==> src/hdl/bank_switch_regs.vh <==
// Register offsets, field positions, reset values and access kind codes for the bank-switch control block
`ifndef BANK_SWITCH_REGS_VH
`define BANK_SWITCH_REGS_VH

`define OFF_BANK_SWITCH_CONTROL 12'h000
`define OFF_IRQ_STATUS          12'h004
`define OFF_IRQ_MASK            12'h008
`define OFF_BUS_STATE           12'h00c
`define OFF_MODE_CONTROL        12'h010

`define BSC_RESET               16'hf800
`define BSC_WRITE_MASK          16'hf905
`define BNK_HI                  15
`define BNK_LO                  12
`define PD_GAP_BIT              11
`define IPI_BIT                 8
`define HOLDER_BIT              2
`define BUS_OFF_BIT             0

`define MODE_RESET              4'h0
`define IRQ_IPI_BIT             0
`define IRQ_CROSS_BIT           1
`define IRQ_OFF_BIT             2
`define IRQ_W                   3

`define KIND_DATA_RD            2'h0
`define KIND_PROG_RD            2'h1
`define KIND_WRITE              2'h2
`define KIND_IO                 2'h3

`endif

==> src/hdl/bank_switch_control.v <==
// Bank-switch control register with external bus sequencing and APB slave
//
// Implementation choices: the register offsets and the APB interface to the registers.
`timescale 1ns/1ps
`include "bank_switch_regs.vh"
module bank_switch_control (
  // Clock and reset
  input  wire        sys_clk,
  input  wire        rst,
  // APB slave
  input  wire        psel,
  input  wire        penable,
  input  wire        pwrite,
  input  wire [11:0] paddr,
  input  wire [31:0] pwdata,
  output reg  [31:0] prdata,
  output reg         pready,
  output reg         pslverr,
  // Subsystem select pin and other copy of the control register
  input  wire        subsystem_select,
  input  wire [15:0] other_bank_switch_control,
  // External access requests from the core
  input  wire        acc_req,
  input  wire [1:0]  acc_kind,
  input  wire [17:0] acc_addr,
  output reg         acc_gap,
  output reg         acc_start,
  // External pins
  output reg  [17:0] ext_addr,
  output reg         ext_ctrl_active,
  input  wire [15:0] ext_data_bus_in,
  output reg  [15:0] ext_data_bus_out,
  output reg         ext_data_bus_oe,
  input  wire [15:0] core_wdata,
  // Mode bits guarded while bus off
  output reg         data_rom_enable,
  output reg         micro_mode_select,
  output reg         ram_overlay_enable,
  output reg         hold_mode,
  // Interrupts
  output reg         interproc_irq_out,
  output reg         irq
);
  localparam ST_IDLE = 2'h0;
  localparam ST_GAP  = 2'h1;
  localparam ST_BUSY = 2'h2;
  localparam ST_OFF  = 2'h3;

  reg  [15:0] bank_switch_control_r;
  reg  [`IRQ_W-1:0] irq_status_r;
  reg  [`IRQ_W-1:0] irq_mask_r;
  reg  [1:0]  state_r;
  reg  [17:0] prev_addr_r;
  reg  [1:0]  prev_kind_r;
  reg         prev_valid_r;
  reg  [15:0] holder_r;
  reg         ipi_prev_r;
  reg  [1:0]  pend_kind_r;
  reg  [17:0] pend_addr_r;
  wire        sel_b_sync;
  wire [15:0] data_sync;

  sel_sync #(.W(1)) u_sel_sync (
    .sys_clk (sys_clk),
    .rst     (rst),
    .d       (subsystem_select),
    .q       (sel_b_sync)
  );

  sel_sync #(.W(16)) u_data_sync (
    .sys_clk (sys_clk),
    .rst     (rst),
    .d       (ext_data_bus_in),
    .q       (data_sync)
  );

  wire [15:0] gov = sel_b_sync ? other_bank_switch_control : bank_switch_control_r;
  // bank mask: four-bit mask only, so 4K..64K by construction
  wire [3:0]  bmask = gov[`BNK_HI:`BNK_LO];
  wire        bus_off = gov[`BUS_OFF_BIT];

  wire bank_cross = prev_valid_r &&
                    (((acc_addr[15:12] ^ prev_addr_r[15:12]) & bmask) != 4'h0);
  wire page_cross = prev_valid_r && (acc_kind == `KIND_PROG_RD) &&
                    (prev_kind_r == `KIND_PROG_RD) &&
                    (acc_addr[17:16] != prev_addr_r[17:16]);
  wire pd_turn = prev_valid_r && gov[`PD_GAP_BIT] &&
                 (((acc_kind == `KIND_PROG_RD) && (prev_kind_r == `KIND_DATA_RD)) ||
                  ((acc_kind == `KIND_DATA_RD) && (prev_kind_r == `KIND_PROG_RD)));
  wire need_gap = bank_cross || page_cross || pd_turn;

  wire apb_acc  = psel && penable && !pready;
  wire apb_wr   = apb_acc && pwrite;
  wire apb_rd   = apb_acc && !pwrite;
  wire mapped   = (paddr == `OFF_BANK_SWITCH_CONTROL) || (paddr == `OFF_IRQ_STATUS) ||
                  (paddr == `OFF_IRQ_MASK) || (paddr == `OFF_BUS_STATE) ||
                  (paddr == `OFF_MODE_CONTROL);
  wire ipi_rise = bank_switch_control_r[`IPI_BIT] && !ipi_prev_r;
  wire off_evt  = (state_r != ST_OFF) && bus_off && (state_r == ST_IDLE);
  wire [`IRQ_W-1:0] irq_set;
  assign irq_set[`IRQ_IPI_BIT]   = ipi_rise;
  assign irq_set[`IRQ_CROSS_BIT] = acc_start && acc_gap;
  assign irq_set[`IRQ_OFF_BIT]   = off_evt;

  // APB register side
  always @(posedge sys_clk or posedge rst) begin
    if (rst) begin
      bank_switch_control_r <= `BSC_RESET;
      irq_mask_r            <= {`IRQ_W{1'b0}};
      irq_status_r          <= {`IRQ_W{1'b0}};
      prdata                <= 32'h0000_0000;
      pready                <= 1'b0;
      pslverr               <= 1'b0;
      data_rom_enable       <= 1'b0;
      micro_mode_select     <= 1'b0;
      ram_overlay_enable    <= 1'b0;
      hold_mode             <= 1'b0;
    end else begin
      pready  <= apb_acc;
      pslverr <= apb_acc && !mapped;
      if (apb_wr && paddr == `OFF_BANK_SWITCH_CONTROL) begin
        bank_switch_control_r <= pwdata[15:0] & `BSC_WRITE_MASK;
      end
      if (apb_wr && paddr == `OFF_IRQ_MASK)
        irq_mask_r <= pwdata[`IRQ_W-1:0];
      // mode bits frozen while bus off
      if (apb_wr && paddr == `OFF_MODE_CONTROL && !bus_off) begin
        data_rom_enable    <= pwdata[0];
        micro_mode_select  <= pwdata[1];
        ram_overlay_enable <= pwdata[2];
        hold_mode          <= pwdata[3];
      end
      // Set wins over read-clear
      if (apb_rd && paddr == `OFF_IRQ_STATUS)
        irq_status_r <= irq_set;
      else
        irq_status_r <= irq_status_r | irq_set;
      if (apb_rd) begin
        case (paddr)
          `OFF_BANK_SWITCH_CONTROL: prdata <= {16'h0000, bank_switch_control_r};
          `OFF_IRQ_STATUS:          prdata <= {29'h0, irq_status_r};
          `OFF_IRQ_MASK:            prdata <= {29'h0, irq_mask_r};
          `OFF_BUS_STATE:           prdata <= {27'h0, sel_b_sync, state_r, ext_data_bus_oe,
                                               ext_ctrl_active};
          `OFF_MODE_CONTROL:        prdata <= {28'h0, hold_mode, ram_overlay_enable,
                                               micro_mode_select, data_rom_enable};
          default:                  prdata <= 32'h0000_0000;
        endcase
      end
    end
  end

  // Interprocessor request edge and interrupt output
  always @(posedge sys_clk or posedge rst) begin
    if (rst) begin
      ipi_prev_r        <= 1'b0;
      interproc_irq_out <= 1'b0;
      irq               <= 1'b0;
    end else begin
      ipi_prev_r        <= bank_switch_control_r[`IPI_BIT];
      // one pulse per rising edge; bit must drop before next
      interproc_irq_out <= ipi_rise;
      irq               <= |((irq_status_r | irq_set) & irq_mask_r);
    end
  end

  // External bus sequencer
  always @(posedge sys_clk or posedge rst) begin
    if (rst) begin
      state_r          <= ST_IDLE;
      prev_addr_r      <= 18'h00000;
      prev_kind_r      <= `KIND_DATA_RD;
      prev_valid_r     <= 1'b0;
      pend_addr_r      <= 18'h00000;
      pend_kind_r      <= `KIND_DATA_RD;
      acc_gap          <= 1'b0;
      acc_start        <= 1'b0;
      ext_addr         <= 18'h00000;
      ext_ctrl_active  <= 1'b0;
      ext_data_bus_out <= 16'h0000;
      ext_data_bus_oe  <= 1'b0;
      holder_r         <= 16'h0000;
    end else begin
      acc_start <= 1'b0;
      acc_gap   <= 1'b0;
      if (ext_data_bus_oe)
        holder_r <= ext_data_bus_out;
      else
        holder_r <= data_sync;
      case (state_r)
        ST_IDLE: begin
          ext_ctrl_active <= 1'b0;
          ext_data_bus_oe <= 1'b0;
          if (bus_off) begin
            state_r <= ST_OFF;
          end else if (acc_req) begin
            pend_addr_r <= acc_addr;
            pend_kind_r <= acc_kind;
            if (need_gap) begin
              state_r <= ST_GAP;
              acc_gap <= 1'b1;
            end else begin
              state_r         <= ST_BUSY;
              acc_start       <= 1'b1;
              ext_addr        <= acc_addr;
              ext_ctrl_active <= 1'b1;
              ext_data_bus_oe <= (acc_kind == `KIND_WRITE);
              ext_data_bus_out <= core_wdata;
            end
          end else if (gov[`HOLDER_BIT]) begin
            ext_data_bus_out <= holder_r;
          end
        end
        ST_GAP: begin
          state_r         <= ST_BUSY;
          acc_start       <= 1'b1;
          acc_gap         <= 1'b1;
          ext_addr        <= pend_addr_r;
          ext_ctrl_active <= 1'b1;
          ext_data_bus_oe <= (pend_kind_r == `KIND_WRITE);
          ext_data_bus_out <= core_wdata;
        end
        ST_BUSY: begin
          // current cycle completes before going off
          prev_addr_r     <= ext_addr;
          prev_kind_r     <= pend_kind_r;
          prev_valid_r    <= 1'b1;
          ext_ctrl_active <= 1'b0;
          ext_data_bus_oe <= 1'b0;
          state_r         <= ST_IDLE;
        end
        ST_OFF: begin
          ext_addr         <= 18'h00000;
          ext_ctrl_active  <= 1'b0;
          ext_data_bus_oe  <= 1'b0;
          ext_data_bus_out <= 16'h0000;
          prev_valid_r     <= 1'b0;
          if (!bus_off)
            state_r <= ST_IDLE;
        end
        default: state_r <= ST_IDLE;
      endcase
      if (state_r == ST_IDLE && !acc_req)
        pend_kind_r <= pend_kind_r;
    end
  end
endmodule

==> src/hdl/sel_sync.v <==
// Two-flop synchroniser for level inputs arriving from pins
`timescale 1ns/1ps
module sel_sync #(
  parameter W = 1
) (
  // Clock and reset
  input  wire         sys_clk,
  input  wire         rst,
  // Level in and out
  input  wire [W-1:0] d,
  output reg  [W-1:0] q
);
  reg [W-1:0] meta_r;

  always @(posedge sys_clk or posedge rst) begin
    if (rst) begin
      meta_r <= {W{1'b0}};
      q      <= {W{1'b0}};
    end else begin
      meta_r <= d;
      q      <= meta_r;
    end
  end
endmodule

==> config.mk <==
export PLATFORM = sky130hd
export DESIGN_NAME = bank_switch_control
export DESIGN_NICKNAME = d
export VERILOG_FILES = /design/src/hdl/bank_switch_control.v /design/src/hdl/sel_sync.v
export VERILOG_INCLUDE_DIRS = /design/src /design/src/hdl
export SDC_FILE = /design/constraint.sdc
export NUM_CORES = 1
export LEC_CHECK = 0
export BUFFER_PORTS_ARGS = -buffer_cell sky130_fd_sc_hd__buf_2
export CORE_UTILIZATION = 28
export CTS_BUF_LIST = sky130_fd_sc_hd__clkbuf_4
export DETAILED_ROUTE_END_ITERATION = 10
export PLACE_DENSITY = 0.53
export SLEW_MARGIN = 20
export SYNTH_ARGS = -nofsm -noshare
export SYNTH_HDL_FRONTEND = slang
export SYNTH_SLANG_ARGS = --single-unit
==> constraint.sdc <==
create_clock -name sys_clk -period 5.9 [get_ports sys_clk]
set_input_delay 1.18 -clock sys_clk [delete_from_list [all_inputs] [get_ports sys_clk]]
set_output_delay 1.18 -clock sys_clk [all_outputs]
set_load 0.02 [all_outputs]
==> summary.txt <==
Floorplanning
  • I/O pins: a little under 200
  • Num rows: 54
  • Die W: roughly 150 um
  • Die area: 23100 sq um
  • CORE AREA: ~22000 sq um
  • Initial cell density of the core: 28.7%
  • Die height: about 150 um

Clock tree
  • Post-CTS Hold Fix Bufs: 0
  • Post_cts resized: 0
  • Bufs on Longest Clock Path: 2
  • Worst-path clk slew: between 100 and 150 ps
  • CTS Buf Count: 17
  • CTS tree: built
  • Worst skew pair latency: 540 ps
  • H-tree depth: 4
  • Post-CTS setup buffers: 0
  • Clock sinks: 153
  • CTS root buf: clkbuf_4

Critical path
  • Worst path depth: 1
  • Worst reg2reg path endpoint: ext_data_bus_out[11]$_DFFE_PP0P_
  • CP Capture Type: output port
  • Critical Path Sink: ext_data_bus_oe
  • R2R cell count: 5
  • Crit Path Max Fanout: 18
  • Slowest cell delay on critical path: slightly above 1000 ps
  • CP Launch Type: flop
  • Crit path DAT: ~1900 ps
  • Critical path type: flop to output port
  • Reg2Reg Setup Slack: between 2000 and 3000 ps
  • CP Launch Point: ext_data_bus_oe$_DFF_PP0_
  • Worst path buffer plus inverter count: 1
  • Cell family with most CP delay: flip-flops
  • Crit-path cells: buf_2
  • CP Data Required Time: between 4000 and 5000 ps
  • Critical path's slowest cell: dfrtp_1
  • Worst r2r src: u_sel_sync.q$_DFF_PP0_

Placed design
  • GP Congestion: roughly 0.74
  • Pre-CTS setup slack: around 2400 ps
  • Dpl hpwl: 10.1 mm
  • # port buffers: approximately 140
  • DP Area: approximately 7200 sq um

Routing
  • DRC Markers: approximately 70
  • Vias per inst: about 4.6
  • First-pass iteration count of the detailed router: 8
  • Detailed Route WL: 15.0 mm
  • DR WL/cell: roughly 17 um
  • Detailed Route Iter0 Violations: ~220
  • Post-DRT Antenna Nets: 0
  • Via count: 4080

GRT
  • Pin count of the biggest net entering global routing: roughly 110
  • GRT Overall Usage: between 10 and 15%
  • Initial antenna violation count: 1
  • First-pass GRT wire length: 24.2 mm
  • Vias in the first global route: 4445
  • Gr ovfl total: 0

Timing
  • Max frequency: 328 MHz
  • Fin crit period: 3050 ps
  • Clk_skew: about 25 ps
  • Final worst path period share: between 50% and 60%
  • Slew margin rel.: between 30% and 40%
  • Hold Vio Cnt, Final: 0
  • Measured slew at the worst slew-check pin: 987 ps
  • RSZ-0062 raised after global routing: no
  • Final worst slack: 2850 ps
  • Final setup violation count: 0
  • Final setup TNS: 0 ps
  • Max-slew violations: 0
  • Fin Hold WS: 338 ps

Power
  • PD cells: roughly 440 nW/um^2
  • Leakage: 3.61 nW
  • Pwr Total: between 0.003 and 0.004 W
  • Max IR drop VDD: approximately 270 uV

Layout
  • Area Overhead vs Synth: 18.8%
  • Layout cell share with drive strength beyond 1: between 40% and 50%
  • Layout Nets: a little over 700
  • Post-route cell area: 7500 sq um

Synth
  • Cell taking the most area after synthesis: dfrtp_1
  • Synth Register Bits: 153
  • Register area share after synthesis: between 60% and 70%
  • Synth area leaders: dfrtp_1, mux2_2, a22o_1, mux2_4, buf_4
  • Cells after Synth: ~450
  • Synthesis Warnings: 0
  • Cell Area, Synth: ~6300 sq um
  • Distinct cells, synth: 45
  • Avg Cell Area, Syn: 14.1 sq um
  • Yosys top cell area share: around 60%

Status
  • Failing checks: design-rule violations
  • Status: finished with violations

Worst hold path
  • Hold WC Path Type: flop to flop

Run
  • Total of max-cap violations: 0
## through the flow
step | std cells | util, %
floorplan | 467 | -
global placement | 853 | 33.0
detailed placement | 853 | 33.0
CTS | 885 | 34.1
global route | 885 | 34.1
finish | 886 | 34.2
## registers in the layout, indices dropped and copies added, names as in the netlist, 3 cells and up
name and cells:
pend_addr_r 18, prev_addr_r 6, u_data_sync.q 16, irq_status_r 3
holder_r 16, bank_switch_control_r 8, ext_addr 18, ext_data_bus_out 16
irq_mask_r 3, u_data_sync.meta_r 16, prdata 11
## worst min path at each step
| stage | endpoint | slack (ps) | cells past startpoint | from |
|---|---|---|---|---|
| after floorplan | u_data_sync.q[0]$_DFF_PP0_ | 330 | 0 | u_data_sync.meta_r[0]$_DFF_PP0_ |
| after global placement | u_data_sync.q[9]$_DFF_PP0_ | 330 | 0 | u_data_sync.meta_r[9]$_DFF_PP0_ |
| after detailed placement | u_data_sync.q[14]$_DFF_PP0_ | 330 | 0 | u_data_sync.meta_r[14]$_DFF_PP0_ |
| after CTS | u_data_sync.q[14]$_DFF_PP0_ | 340 | 0 | u_data_sync.meta_r[14]$_DFF_PP0_ |
| after global routing | u_data_sync.q[14]$_DFF_PP0_ | 350 | 0 | u_data_sync.meta_r[14]$_DFF_PP0_ |
| final | u_data_sync.q[14]$_DFF_PP0_ | 340 | 0 | u_data_sync.meta_r[14]$_DFF_PP0_ |
## Yosys cell counts
library cell	n
buf_4	21
xnor2_1	4
clkbuf_1	18
inv_1	7
nor3_1	3
mux2_2	74
nand2_1	23
buf_6	3
a2bb2oi_1	2
dfstp_2	5
or3_1	1
nand4bb_1	1
a22o_1	37
a21oi_4	2
mux2i_1	7
nand3b_1	1
o21ai_0	10
a222oi_1	2
a21oi_1	3
and4b_4	1
o22ai_1	3
o2bb2ai_1	6
a31oi_1	1
or2_2	1
nand2b_1	1
o41ai_1	1
nor2_1	11
o21ai_1	1
o31ai_1	3
a31oi_4	1
conb_1	1
nand4_1	3
mux2_4	20
dfrtp_1	148
nor2b_1	3
o221ai_1	2
nor4_1	2
and4_1	1
and3_1	1
nand3_1	5
and4b_1	1
a21o_1	3
or2b_1	1
nand4b_1	1
buf_1	1
## logic make-up after synthesis
| group | synth area share, % |
|---|---|
| other cells | 0.0594 |
| buf+inv | 4.58 |
| compound gates | 10.1 |
| simple gates | 4.92 |
| xor+xnor | 0.555 |
| flops | 60.8 |
| mux | 19.1 |
## power breakdown
group	internal (W)	total (W)	switching, W
sequential	0.00131	0.00151	0.000195
clock	0.000228	0.000610	0.000382
combinational	0.000570	0.00117	0.000597
total	0.00211	0.00329	0.00117
## area by class of cell
| type | count | area (sq um) |
|---|---|---|
| repair buffers | 149 | 758 |
| fillers | 2194 | 14500 |
| diodes | 1 | 2.50 |
| clock inverters | 11 | 100 |
| flip-flops and latches | 153 | 3830 |
| multi-input cells | 264 | 2260 |
| well taps | 280 | 350 |
| clock buffers | 21 | 158 |
| inverters | 7 | 33.8 |
## layout by cell type (no fill, tap or decap), types with 3 or more instances in the layout
master and count:
clkbuf_4 21, nor2b_1 3, mux2_2 74, nand4_1 3, mux2_4 20, o21ai_0 10
nand2_1 23, nand3_1 5, a21o_1 3, o22ai_1 3, inv_1 6, a22o_1 37
nor3_1 3, conb_1 21, nor2_1 11, dfstp_2 5, o2bb2ai_1 6, xnor2_1 4
o31ai_1 3, clkinvlp_4 4, dfrtp_1 148, a21oi_1 3, buf_2 144, mux2i_1 7
buf_4 5
## per-layer routing
layer	wire length (um)	global-route usage [%]	vias to the layer above
met1	6560	16.7	2065
met3	998	4.78	12
met2	7280	22.4	134
met5	0	0	-
met4	159	4.28	0
li1	-	-	1869
Power figures use the tool's default switching activity.
